--- src/hdl/mrp_pkg.sv ---
// Package: constants and types for the memory region protection unit
package mrp_pkg;

  // ==========================================================
  // Geometry
  localparam int unsigned MRP_REGIONS = 8;
  localparam int unsigned MRP_IDX_W = 3;

  // ==========================================================
  // Register offsets (byte addresses, one word each)
  localparam logic [7:0] MRP_OFF_CTRL = 8'h00;
  localparam logic [7:0] MRP_OFF_COUNT = 8'h04;
  localparam logic [7:0] MRP_OFF_SELECT = 8'h08;
  localparam logic [7:0] MRP_OFF_BASE = 8'h0C;
  localparam logic [7:0] MRP_OFF_ATTR = 8'h10;
  localparam logic [7:0] MRP_OFF_STATUS = 8'h14;
  localparam logic [7:0] MRP_OFF_ADDR = 8'h18;

  // ==========================================================
  // Global control bits
  localparam int unsigned MRP_CTRL_ON_BIT = 0;
  localparam int unsigned MRP_CTRL_HFNMI_BIT = 1;
  localparam int unsigned MRP_CTRL_PRIVDEF_BIT = 2;

  // ==========================================================
  // Attribute word field positions
  localparam int unsigned MRP_ATTR_ON_BIT = 0;
  localparam int unsigned MRP_ATTR_SIZE_LSB = 1;
  localparam int unsigned MRP_ATTR_SUB_LSB = 8;
  localparam int unsigned MRP_ATTR_PERM_LSB = 24;
  localparam int unsigned MRP_ATTR_XN_BIT = 28;

  // ==========================================================
  // Size codes: size = 2^(code+1); 32 B is code 4, 4 GB is code 31
  localparam logic [4:0] MRP_SIZE_MIN = 5'h04;
  localparam logic [4:0] MRP_SIZE_SUB_MIN = 5'h07;

  // Read/write permission codes
  localparam logic [2:0] MRP_PERM_NO_NO = 3'h0;
  localparam logic [2:0] MRP_PERM_RW_NO = 3'h1;
  localparam logic [2:0] MRP_PERM_RW_RO = 3'h2;
  localparam logic [2:0] MRP_PERM_RW_RW = 3'h3;
  localparam logic [2:0] MRP_PERM_RO_NO = 3'h5;
  localparam logic [2:0] MRP_PERM_RO_RO = 3'h6;

  // ==========================================================
  // Reset values
  localparam logic [2:0] MRP_CTRL_RST = 3'h0;
  localparam logic [31:0] MRP_WORD_RST = 32'h0000_0000;

  typedef struct packed {
    logic execute_forbidden;
    logic [2:0] rw_permission_code;
    logic [7:0] subregion_off_bits;
    logic [4:0] region_size_code;
    logic region_on_flag;
  } mrp_attr_t;

  typedef struct packed {
    logic [31:0] base;
    mrp_attr_t attr;
  } mrp_region_t;

  typedef struct packed {
    logic valid;
    logic [31:0] addr;
    logic fetch;
    logic write;
    logic priv;
    logic fault_handler;
  } mrp_access_t;

endpackage

--- src/hdl/mrp_region_match.sv ---
// Region match and permission check for one region
module mrp_region_match
  import mrp_pkg::*;
(
  input wire mrp_pkg::mrp_region_t region_i,
  input wire mrp_pkg::mrp_access_t access_i,
  output logic hit_o,
  output logic allow_o
);
  import mrp_pkg::*;

  logic [31:0] mask;
  logic [2:0] sub_idx;
  logic sub_off;
  logic rd_ok;
  logic wr_ok;
  logic [2:0] perm;

  always_comb
  begin
    mask = 32'hFFFF_FFFF << (region_i.attr.region_size_code + 5'h01);
    if (region_i.attr.region_size_code == 5'h1F)
    begin
      mask = 32'h0000_0000;
    end
    sub_idx = 3'(access_i.addr >> (region_i.attr.region_size_code - 5'h02));
    // Small regions ignore sub-region bits: a sub-region would be under 32 B
    sub_off = (region_i.attr.region_size_code >= MRP_SIZE_SUB_MIN) &&
              region_i.attr.subregion_off_bits[sub_idx];
    hit_o = region_i.attr.region_on_flag &&
            ((access_i.addr & mask) == (region_i.base & mask)) && !sub_off;
    perm = region_i.attr.rw_permission_code;
    unique case (perm)
      MRP_PERM_RW_NO:
      begin
        rd_ok = access_i.priv;
        wr_ok = access_i.priv;
      end
      MRP_PERM_RW_RO:
      begin
        rd_ok = 1'b1;
        wr_ok = access_i.priv;
      end
      MRP_PERM_RW_RW:
      begin
        rd_ok = 1'b1;
        wr_ok = 1'b1;
      end
      MRP_PERM_RO_NO:
      begin
        rd_ok = access_i.priv;
        wr_ok = 1'b0;
      end
      MRP_PERM_RO_RO:
      begin
        rd_ok = 1'b1;
        wr_ok = 1'b0;
      end
      default:
      begin
        rd_ok = 1'b0;
        wr_ok = 1'b0;
      end
    endcase
    // separate privileged and user checks; execute bit
    if (access_i.fetch)
    begin
      allow_o = rd_ok && !region_i.attr.execute_forbidden;
    end
    else
    begin
      allow_o = access_i.write ? wr_ok : rd_ok;
    end
  end

endmodule

--- src/hdl/mrp_unit.sv ---
// Top: memory region protection unit with register port and access checker
//
// Overview of operation
// - Count register reports the number of implemented regions.
// - Clearing a region's enable keeps its settings for later re-enable.
// - Enabled regions apply permissions; violations raise a fault.
// - Base and attributes read back in the written encoding.
// - Attribute readback carries the enable; writing it back restores it.
// - Size code covers 32 bytes to 4 gigabytes, one per region.
// - One execute bit per region; set means fetches fault.
// - Read/write checked separately for privileged and user accesses.
// - Each region splits into eight sub-regions with own disable bits.
// - Sub-region disables apply only to regions of 256 bytes or more.
// - Address in a disabled sub-region is not matched by that region.
// - Enable bit is written together with the other attributes.
// - At most eight independently programmable regions.
// - Globally disabled unit uses default map and raises no faults.
// - Optional privileged fall-back to default map on no match.
// - Optional protection inside hard fault and non-maskable handlers.
module mrp_unit
  import mrp_pkg::*;
#(
  parameter int unsigned REGIONS = MRP_REGIONS
)
(
  input wire logic clock_i,
  input wire logic rst_n_i,
  input wire logic [7:0] reg_addr_i,
  input wire logic [31:0] reg_wdata_i,
  input wire logic reg_wr_i,
  input wire logic reg_rd_i,
  output logic [31:0] reg_rdata_o,
  input wire mrp_pkg::mrp_access_t access_i,
  output logic fault_o,
  output logic done_o
);
  import mrp_pkg::*;

  // ==========================================================
  // State
  typedef struct packed {
    mrp_region_t [MRP_REGIONS-1:0] rgn;
    logic [2:0] ctrl;
    logic [7:0] sel;
    logic [31:0] rdata;
    logic fault;
    logic done;
    logic sticky;
    logic [31:0] fault_addr;
  } mrp_state_t;

  mrp_state_t s_q;
  mrp_state_t s_d;

  // ==========================================================
  // Region checkers
  logic [MRP_REGIONS-1:0] hit;
  logic [MRP_REGIONS-1:0] allow;

  generate
    for (genvar g = 0; g < MRP_REGIONS; g++)
    begin : g_rgn
      mrp_region_match u_match (
        .region_i(s_q.rgn[g]),
        .access_i(access_i),
        .hit_o(hit[g]),
        .allow_o(allow[g])
      );
    end
  endgenerate

  // ==========================================================
  // Priority select and fault decision
  logic any_hit;
  logic win_allow;
  logic bypass;
  logic viol;
  logic sel_ok;
  logic [7:0] region_count;

  assign region_count = 8'(REGIONS);
  assign sel_ok = s_q.sel < region_count;

  always_comb
  begin
    any_hit = 1'b0;
    win_allow = 1'b0;
    // Later regions overwrite earlier ones, so the highest index wins
    for (int i = 0; i < MRP_REGIONS; i++)
    begin
      if (hit[i] && (i < REGIONS))
      begin
        any_hit = 1'b1;
        win_allow = allow[i];
      end
    end
    bypass = !s_q.ctrl[MRP_CTRL_ON_BIT] ||
             (access_i.fault_handler && !s_q.ctrl[MRP_CTRL_HFNMI_BIT]);
    if (any_hit)
    begin
      viol = !win_allow;
    end
    else
    begin
      viol = !(access_i.priv && s_q.ctrl[MRP_CTRL_PRIVDEF_BIT]);
    end
    viol = viol && !bypass && access_i.valid;
  end

  // ==========================================================
  // Register port and next state
  logic [MRP_IDX_W-1:0] idx;
  assign idx = s_q.sel[MRP_IDX_W-1:0];

  always_comb
  begin
    s_d = s_q;
    s_d.fault = viol;
    s_d.done = access_i.valid;
    if (reg_wr_i)
    begin
      unique case (reg_addr_i)
        MRP_OFF_CTRL: s_d.ctrl = reg_wdata_i[2:0];
        MRP_OFF_SELECT: s_d.sel = reg_wdata_i[7:0];
        MRP_OFF_BASE:
        begin
          if (sel_ok)
          begin
            s_d.rgn[idx].base = reg_wdata_i;
          end
        end
        MRP_OFF_ATTR:
        begin
          if (sel_ok)
          begin
            s_d.rgn[idx].attr.region_on_flag = reg_wdata_i[MRP_ATTR_ON_BIT];
            s_d.rgn[idx].attr.region_size_code =
              reg_wdata_i[MRP_ATTR_SIZE_LSB +: 5] < MRP_SIZE_MIN ? MRP_SIZE_MIN
              : reg_wdata_i[MRP_ATTR_SIZE_LSB +: 5];
            s_d.rgn[idx].attr.subregion_off_bits = reg_wdata_i[MRP_ATTR_SUB_LSB +: 8];
            s_d.rgn[idx].attr.rw_permission_code = reg_wdata_i[MRP_ATTR_PERM_LSB +: 3];
            s_d.rgn[idx].attr.execute_forbidden = reg_wdata_i[MRP_ATTR_XN_BIT];
          end
        end
        MRP_OFF_STATUS:
        begin
          if (reg_wdata_i[0])
          begin
            s_d.sticky = 1'b0;
          end
        end
        default:
        begin
        end
      endcase
    end
    // A new fault beats a clear in the same cycle
    if (viol)
    begin
      s_d.sticky = 1'b1;
      s_d.fault_addr = access_i.addr;
    end
    s_d.rdata = MRP_WORD_RST;
    if (reg_rd_i)
    begin
      unique case (reg_addr_i)
        MRP_OFF_CTRL: s_d.rdata = {29'h0000_0000, s_q.ctrl};
        MRP_OFF_COUNT: s_d.rdata = {24'h00_0000, region_count};
        MRP_OFF_SELECT: s_d.rdata = {24'h00_0000, s_q.sel};
        MRP_OFF_BASE: s_d.rdata = sel_ok ? s_q.rgn[idx].base : MRP_WORD_RST;
        MRP_OFF_ATTR:
        begin
          if (sel_ok)
          begin
            s_d.rdata[MRP_ATTR_ON_BIT] = s_q.rgn[idx].attr.region_on_flag;
            s_d.rdata[MRP_ATTR_SIZE_LSB +: 5] = s_q.rgn[idx].attr.region_size_code;
            s_d.rdata[MRP_ATTR_SUB_LSB +: 8] = s_q.rgn[idx].attr.subregion_off_bits;
            s_d.rdata[MRP_ATTR_PERM_LSB +: 3] = s_q.rgn[idx].attr.rw_permission_code;
            s_d.rdata[MRP_ATTR_XN_BIT] = s_q.rgn[idx].attr.execute_forbidden;
          end
        end
        MRP_OFF_STATUS: s_d.rdata = {31'h0000_0000, s_q.sticky};
        MRP_OFF_ADDR: s_d.rdata = s_q.fault_addr;
        default: s_d.rdata = MRP_WORD_RST;
      endcase
    end
  end

  always_ff @(posedge clock_i or negedge rst_n_i)
  begin
    if (!rst_n_i)
    begin
      s_q <= '0;
    end
    else
    begin
      s_q <= s_d;
    end
  end

  assign reg_rdata_o = s_q.rdata;
  assign fault_o = s_q.fault;
  assign done_o = s_q.done;

  // ==========================================================
  // Assertions
  off_no_fault_a: assert property (@(posedge clock_i) disable iff (!rst_n_i)
    !s_q.ctrl[MRP_CTRL_ON_BIT] && !reg_wr_i |=> !fault_o)
    else $error("fault raised while unit disabled");

  count_read_a: assert property (@(posedge clock_i) disable iff (!rst_n_i)
    reg_rd_i && reg_addr_i == MRP_OFF_COUNT |=> reg_rdata_o == 32'(REGIONS))
    else $error("region count readback wrong");

  attr_roundtrip_a: assert property (@(posedge clock_i) disable iff (!rst_n_i)
    reg_wr_i && reg_addr_i == MRP_OFF_ATTR && sel_ok ##1
    reg_rd_i && reg_addr_i == MRP_OFF_ATTR && !reg_wr_i
    |=> reg_rdata_o[MRP_ATTR_ON_BIT] == $past(reg_wdata_i[MRP_ATTR_ON_BIT], 2))
    else $error("enable not preserved in attribute readback");

  base_roundtrip_a: assert property (@(posedge clock_i) disable iff (!rst_n_i)
    reg_wr_i && reg_addr_i == MRP_OFF_BASE && sel_ok ##1
    reg_rd_i && reg_addr_i == MRP_OFF_BASE |=> reg_rdata_o == $past(reg_wdata_i, 2))
    else $error("base readback differs");

  hfnmi_bypass_a: assert property (@(posedge clock_i) disable iff (!rst_n_i)
    access_i.valid && access_i.fault_handler && !s_q.ctrl[MRP_CTRL_HFNMI_BIT]
    |=> !fault_o)
    else $error("fault inside handler without protection option");

  nohit_user_a: assert property (@(posedge clock_i) disable iff (!rst_n_i)
    access_i.valid && !access_i.priv && !any_hit && !bypass |=> fault_o)
    else $error("unmatched user access did not fault");

  bad_sel_a: assert property (@(posedge clock_i) disable iff (!rst_n_i)
    reg_wr_i && reg_addr_i == MRP_OFF_BASE && !sel_ok |=> $stable(s_q.rgn))
    else $error("write to absent region took effect");

  done_pulse_a: assert property (@(posedge clock_i) disable iff (!rst_n_i)
    access_i.valid && any_hit && !win_allow && !bypass |=> fault_o && done_o)
    else $error("violation not reported");

endmodule

--- config.mk ---
export PLATFORM = sky130hd
export DESIGN_NAME = mrp_unit
export DESIGN_NICKNAME = d
export VERILOG_FILES = /design/src/hdl/mrp_pkg.sv /design/src/hdl/mrp_region_match.sv /design/src/hdl/mrp_unit.sv
export SDC_FILE = /design/constraint.sdc
export NUM_CORES = 2
export LEC_CHECK = 0
export BUFFER_PORTS_ARGS = -buffer_cell sky130_fd_sc_hd__buf_4
export CAP_MARGIN = 5
export CELL_PAD_IN_SITES_DETAIL_PLACEMENT = 0
export CELL_PAD_IN_SITES_GLOBAL_PLACEMENT = 1
export CORE_MARGIN = 4
export CORE_UTILIZATION = 25
export CTS_BUF_LIST = sky130_fd_sc_hd__clkbuf_16
export CTS_CLUSTER_SIZE = 12
export DETAILED_ROUTE_END_ITERATION = 12
export GPL_TIMING_DRIVEN = 1
export PLACE_DENSITY_LB_ADDON = 0.05
export SLEW_MARGIN = 20
export SYNTH_ARGS = -nofsm -noshare
export SYNTH_HDL_FRONTEND = slang
export SYNTH_HIERARCHICAL = 1
export SYNTH_SLANG_ARGS = --single-unit
--- constraint.sdc ---
create_clock -name clock_i -period 5.1 [get_ports clock_i]
set_input_delay 0.255 -clock clock_i [delete_from_list [all_inputs] [get_ports clock_i]]
set_output_delay 0.255 -clock clock_i [all_outputs]
set_load 0.005 [all_outputs]
== Word-level counts from Yosys, hierarchy flattened ==
Index checks and enable logic that the tools add are counted.
Storage, ports and cells
  flip-flop bits (word level): 478
  logic and storage cells: 394
  input bits: 81
  output and inout port bits: 34
Operators by class
  add/sub/neg operators: 16
  equality and inequality tests: 64
  magnitude comparators: 20
  bitwise logic cells: 16
  shift-type cells: 16
  muxes and demuxes: 115
  reduce and logical (&&, ||, !) cells: 92
Operators with widths (number)
  $bwmux 400: 6
  $demux 50 s3: 6
  $mux 400: 2
  $pmux 400 s2: 1
  $and 32x32->32: 16
  $mux 32: 10
  $eq 32x32->1: 8
  $shl 32x5->32 const A: 8
  $shr 32x5->3: 8
  $bmux 50 s3: 1
  $mux 50: 2
  $eq 3x2->1 const B: 16
  $eq 3x3->1 const B: 16
  $mux 1: 46
  $pmux 6 s7: 1
  $add 5x1->5 const B: 8
  $eq 5x5->1 const B: 8
  $ge 5x3->1 const B: 8
  $sub 5x2->5 const B: 8
  $logic_and 1x1->1: 37
  $lt 3x4->1 const B: 9
  $pmux 1 s2: 17
  $mux 33: 1
  $reduce_or 2->1: 16
  other kinds (30): 80

== Logic depth before layout (Yosys ltp) ==
  depth in word-level cells: 21
  depth in mapped cells: 20
  gate-level depth less buffers: 15

== Hierarchy ==
Netlist, hierarchy kept.
By module, submodules not included
  mrp_unit: times used 1, cells each 1610, area an instance 21917.3 um^2
  mrp_region_match (g_rgn[3].u_match ...): times used 5, cells each 192, area an instance 1752.9 um^2
  mrp_region_match (g_rgn[0].u_match ...): times used 3, cells each 212, area an instance 1786.7 um^2

== Worst setup path after synthesis ==
OpenSTA, ideal clock, no wires.
  path kind: reg-to-reg
  start: register s_q[80] (netlist name)
  end: register s_q[10] (netlist name)
  stages on the path, launching flop included: 21
  library setup time: 125 ps
  clock period less this slack: 4686 ps
  setup slack: 414 ps
  data arrival time: 4561 ps
  required time: 4975 ps
  path buffers: 5
  cells stage by stage: dfrtp_1 buf_6 buf_4 buf_4 inv_2 ha_1 clkbuf_1 mux4_2 mux4_2 nor2_1 inv_1 nand2_1 a2111oi_4 a41oi_1 a21oi_1 nor4_1 nand2_1 o31a_1 o211ai_2 buf_2 mux2_2
On the way
  longest elaborated chain between the ends: 19
RTL lines
  start: declaration: RTL line mrp_unit.sv:52  | mrp_state_t s_q;
  start signal: assignment: RTL line mrp_unit.sv:193  | s_q <= '0;
  start signal: assignment: RTL line mrp_unit.sv:197  | s_q <= s_d;
  $add 5x1->5 / $sub 5x2->5 (equally long branches): RTL line mrp_region_match.sv:21, mrp_region_match.sv:26
  $shl 32x5->32 / $shr 32x5->3 (equally long branches): RTL line mrp_region_match.sv:21, mrp_region_match.sv:26
  $mux 32 / $bmux 1 s3 (equally long branches): RTL line mrp_region_match.sv:22, mrp_region_match.sv:29
  $and 32x32->32 / $mux 1 (equally long branches): RTL line mrp_region_match.sv:31, mrp_region_match.sv:29
  $eq 32x32->1 / $logic_and 1x1->1 (equally long branches): RTL line mrp_region_match.sv:31, mrp_region_match.sv:28
  $logic_and 1x1->1 / $logic_not 1->1 (equally long branches): RTL line mrp_region_match.sv:30, mrp_region_match.sv:31
  $logic_and 1x1->1 (*): RTL line mrp_region_match.sv:31  | ((access_i.addr & mask) == (region_i.base & mask)) && !sub_off;
  via hit[0]: RTL line mrp_unit.sv:57  | logic [MRP_REGIONS-1:0] hit;
  $mux 1 (8 in series): RTL line mrp_unit.sv:91  | if (hit[i] && (i < REGIONS))
  $logic_not 1->1: RTL line mrp_unit.sv:101  | viol = !win_allow;
  $mux 1 (*): RTL line mrp_unit.sv:99  | if (any_hit)
  $logic_and 1x1->1 (*) (2 in series): RTL line mrp_unit.sv:107  | viol = viol && !bypass && access_i.valid;
The timed path passes the listed nets; every way through them passes the cells marked *. The select of a mux whose other input is x is not followed.
A chain may end at the register's enable or synchronous reset.

== Worst setup path in the final report ==
  start: register s_q[379] (netlist name)
  end: register s_q[24] (netlist name)
On the way
  longest elaborated chain between the ends: 13
RTL lines (RTL line)
  $add 5x1->5 / $sub 5x2->5 (equally long branches): mrp_region_match.sv:21, mrp_region_match.sv:26
  $shl 32x5->32 / $shr 32x5->3 (equally long branches): mrp_region_match.sv:21, mrp_region_match.sv:26
  $mux 32 / $bmux 1 s3 (equally long branches): mrp_region_match.sv:22, mrp_region_match.sv:29
  $and 32x32->32 / $mux 1 (equally long branches): mrp_region_match.sv:31, mrp_region_match.sv:29
  $eq 32x32->1 / $logic_and 1x1->1 (equally long branches): mrp_region_match.sv:31, mrp_region_match.sv:28
  $logic_and 1x1->1 / $logic_not 1->1 (equally long branches): mrp_region_match.sv:30, mrp_region_match.sv:31
  $logic_and 1x1->1 (*): mrp_region_match.sv:31
  via hit[6]: mrp_unit.sv:57
  $mux 1 (2 in series): mrp_unit.sv:91
  $logic_not 1->1: mrp_unit.sv:101
  $mux 1 (*): mrp_unit.sv:99
  $logic_and 1x1->1 (*) (2 in series): mrp_unit.sv:107
Marked as above.

==> qor.yml <==
run_status:
  outcome: "complete, no violations"
critical_path:
  reg2reg_from: "s_q[379]"
  path_cells: "buf_4 > ha_1 > xnor2_1 > buf_4 > o21ai_0 > a21boi_0 > a41oi_1 > o31ai_1 > o2111a_1 > o211ai_1 > a41oi_2 > o31a_1 > o211ai_4 > buf_12 > clkbuf_16 > mux2_2"
  crit_fanout: 13
  crit_arrival_ns: 5.59
  crit_slowest_cell: "xnor2_1"
  critical_path.most_common_cell: "buf_4"
  cp-start-kind: "flip-flop"
  critPathKind: "reg -> reg"
  crit_family: "compound AO/OA/AOI/OAI gates"
  cp_data_required_time_ns: 5.68
  cp_num_buf_inv: 4
  crit_start: "s_q[379]"
  end_kind: "flip-flop"
  r2r_slack_ns: 0.09
  critPathMaxStageDelay_ns: 0.56
timing:
  period_needed_ns: 5.01
  finalSetupViolations: 0
  maxSlewHeadroom_pct: 23.1
  fin_worst_skew_ns: 0.0538
  setup_tns_ns: 0
  worstMarginPinSlew_ns: 1.15
  hold_viol_final: 0
  maxSlewViolCount: 0
  fmax_mhz: 199
  fin_ws_ns: 0.0861
  final_min_period_over_clock_period_pct: 98.3
  holdWs_ns: 0.0628
global_routing:
  track_usage_pct: 26.6
  grt-ovfl-total: 0
  grt_max_degree: 100
  antenna_found_initial: 16
  grt_pass1_wl_um: 279000
  grt_pass1_vias: 30700
cells_and_area:
  finalNonFillerCells: 5380
  stdcell_area_um2: 42000
  area_growth_pct: 16.4
  fin_util_pct: 29.3
  nNetsFinal: 3576
  drive_above_1_share_pct: 34.6
clock_network:
  cts_tree: "yes"
  clk_latency_ns: 0.70
  cts.clk_slew.worst_paths_ns: 0.06
  numCtsBuffers: 60
  clock_sinks: 478
  root_buffer: "clkbuf_16"
  cts_max_level: 2
  clockBufferDepth: 3
hold_path:
  min_path_type: "in -> reg"
  min_from: "reg_addr_i[4]"
yosys:
  synthDistinctLibCells: 88
  synth_area_um2: 36000
  ys_seq_area_share_pct: 33.2
  ys_seq_elements: 478
  avgSynthCellArea_um2: 11.2
  synth_ff_type: "dfrtp_1"
  synth_edf_count: 0
  yosysWarnings: 6
  postSynth.asyncResetShare_pct: 100
  synth_cells: 3206
  synth_fp_nets: 3351
routing:
  first_pass_iters: 8
  vias: 30300
  vias_per_cell: 5.63
  drt-wirelength-per-cell_um: 38.2
  drt_iter0_drc: 2914
  finalWirelength_um: 206000
  drc_errors: 0
  detail-route-antenna-nets: 0
die:
  start_util_pct: 25.1
  num_rows: 139
  fp.dieW_um: 388
  dieArea_um2: 150000
  die_h_um: 388
  core_um2: 143000
  io_pins: 115
place:
  portBuffers: 114
  hpwl_um: 154000
  post-place-ws_ns: -0.0914
  dp.cells: 5241
  dpl-instance-area_um2: 39700
  place.gp.congestion: 0.927
pwr:
  powerDensity_nw_per_um2: 230
  p_leak_nw: 18.3
  finalPower_mw: 9.66
  peakVddDrop_v: 0.000265
run:
  cap_violations: 0
==> flip-flops by register name, indices dropped and copies added (netlist names) <==
name         flops
reg_rdata_o     32
fault_o          1
s_q            441
done_o           1
idx              3
==> cells in the mapped netlist, types with 11 or more instances <==
| cell | number | area [um^2] |
|---|---|---|
| nand4_1 | 30 | 188 |
| buf_4 | 48 | 360 |
| nand2_1 | 219 | 822 |
| o211ai_1 | 23 | 173 |
| mux4_2 | 158 | 3560 |
| nor3_1 | 32 | 160 |
| a2111oi_0 | 14 | 123 |
| clkbuf_1 | 85 | 319 |
| a41oi_1 | 19 | 166 |
| mux2_4 | 39 | 586 |
| mux2i_1 | 100 | 1000 |
| or2_2 | 12 | 75.1 |
| o31ai_1 | 13 | 97.6 |
| nand3_1 | 74 | 370 |
| nor2_1 | 92 | 345 |
| mux2_2 | 457 | 5150 |
| a21oi_1 | 126 | 631 |
| xnor2_1 | 138 | 1210 |
| clkbuf_8 | 15 | 206 |
| o21ai_0 | 128 | 641 |
| xor2_1 | 157 | 1380 |
| buf_2 | 41 | 205 |
| o21a_1 | 13 | 97.6 |
| a221o_1 | 12 | 120 |
| dfrtp_1 | 478 | 12000 |
| o22ai_1 | 80 | 500 |
| inv_1 | 72 | 270 |
| nor2b_1 | 18 | 113 |
| a211oi_1 | 22 | 165 |
| a31oi_1 | 39 | 244 |
| o221ai_1 | 31 | 272 |
| a22oi_1 | 14 | 105 |
| ha_1 | 64 | 801 |
| maj3_1 | 11 | 110 |
| mux4_1 | 20 | 526 |
| nand3b_1 | 12 | 90.1 |
| buf_6 | 43 | 484 |
==> per-layer routing <==
layer	GRT usage (%)	vias to the layer above	routed length, um
li1	-	12600	-
met1	36.4	16300	91000
met2	44.2	1152	97900
met3	2.80	239	9840
met4	7.81	0	7020
met5	0	-	0
==> cells by family (layout without fill, tap and decap cells) <==
kind of cell / count (synthesis) / count (layout) / synth area share [%]
AO/OA/AOI/OAI: 664 / 664 / 12.6
other: 0 / 4 / 0
flip-flops: 478 / 478 / 33.2
multiplexers: 780 / 780 / 30.2
XOR/XNOR: 305 / 305 / 7.78
AND/OR/NAND/NOR: 585 / 585 / 8.03
buffers and inverters: 319 / 586 / 5.68
adder cells (fa/ha/maj): 75 / 75 / 2.53
==> worst register-to-register path, cell delays in order (launching register included) <==
cell       delay, ns
dfrtp_1         0.40
buf_4           0.20
ha_1            0.33
xnor2_1         0.56
buf_4           0.32
o21ai_0         0.10
a21boi_0        0.14
a41oi_1         0.36
o31ai_1         0.16
o2111a_1        0.30
o211ai_1        0.53
a41oi_2         0.16
o31a_1          0.39
o211ai_4        0.29
buf_12          0.16
clkbuf_16       0.19
mux2_2          0.36
==> power breakdown <==
part	switching, mW	internal, mW
Sequential	0.0788	3.87
Clock	1.87	2.22
Combinational	1.08	0.548
==> final cells by class <==
class,count,area (um^2)
fillers,14900,102000
multi-input cells,2409,22200
flip-flops and latches,478,12000
repair buffers,407,3350
well taps,1903,2380
clock buffers,60,1500
clock inverters,44,283
inverters,75,282
diodes,4,10.0
==> layout by cell type (no fill, tap or decap), types with 23 or more instances in the layout <==
cell             n
dfrtp_1        475
mux2_2         457
buf_4          361
nand2_1        219
mux4_2         158
xor2_1         154
xnor2_1        135
o21ai_0        128
a21oi_1        126
mux2i_1        100
nor2_1          92
inv_1           87
o22ai_1         80
nand3_1         74
ha_1            63
clkbuf_16       61
a31oi_1         39
mux2_4          39
o221ai_1        31
nor3_1          30
nand4_1         30
dlygate4sd3_1   27
o211ai_1        23
==> final timing paths <==
| path | cells past startpoint | to |
|---|---|---|
| worst max-delay path | 16 | s_q[24] |
| worst min-delay path | 3 | reg_rdata_o[0] |
| worst max register to register | 16 | s_q[24] |
| worst min register to register | 1 | s_q[22] |
| max in group asynchronous | 3 | s_q[20] |
| min in group asynchronous | 2 | s_q[71] |
==> what timing repair did <==
action                                 CTS  global route
endpoints found under the hold margin  267             0
gates resized for setup                  2            18
cloned                                   0             1
pin swaps                                0             2
setup endpoints to repair               25            34
setup buffers                            0             3
hold buffers                            27             0
(Power assumes the default switching activity.)
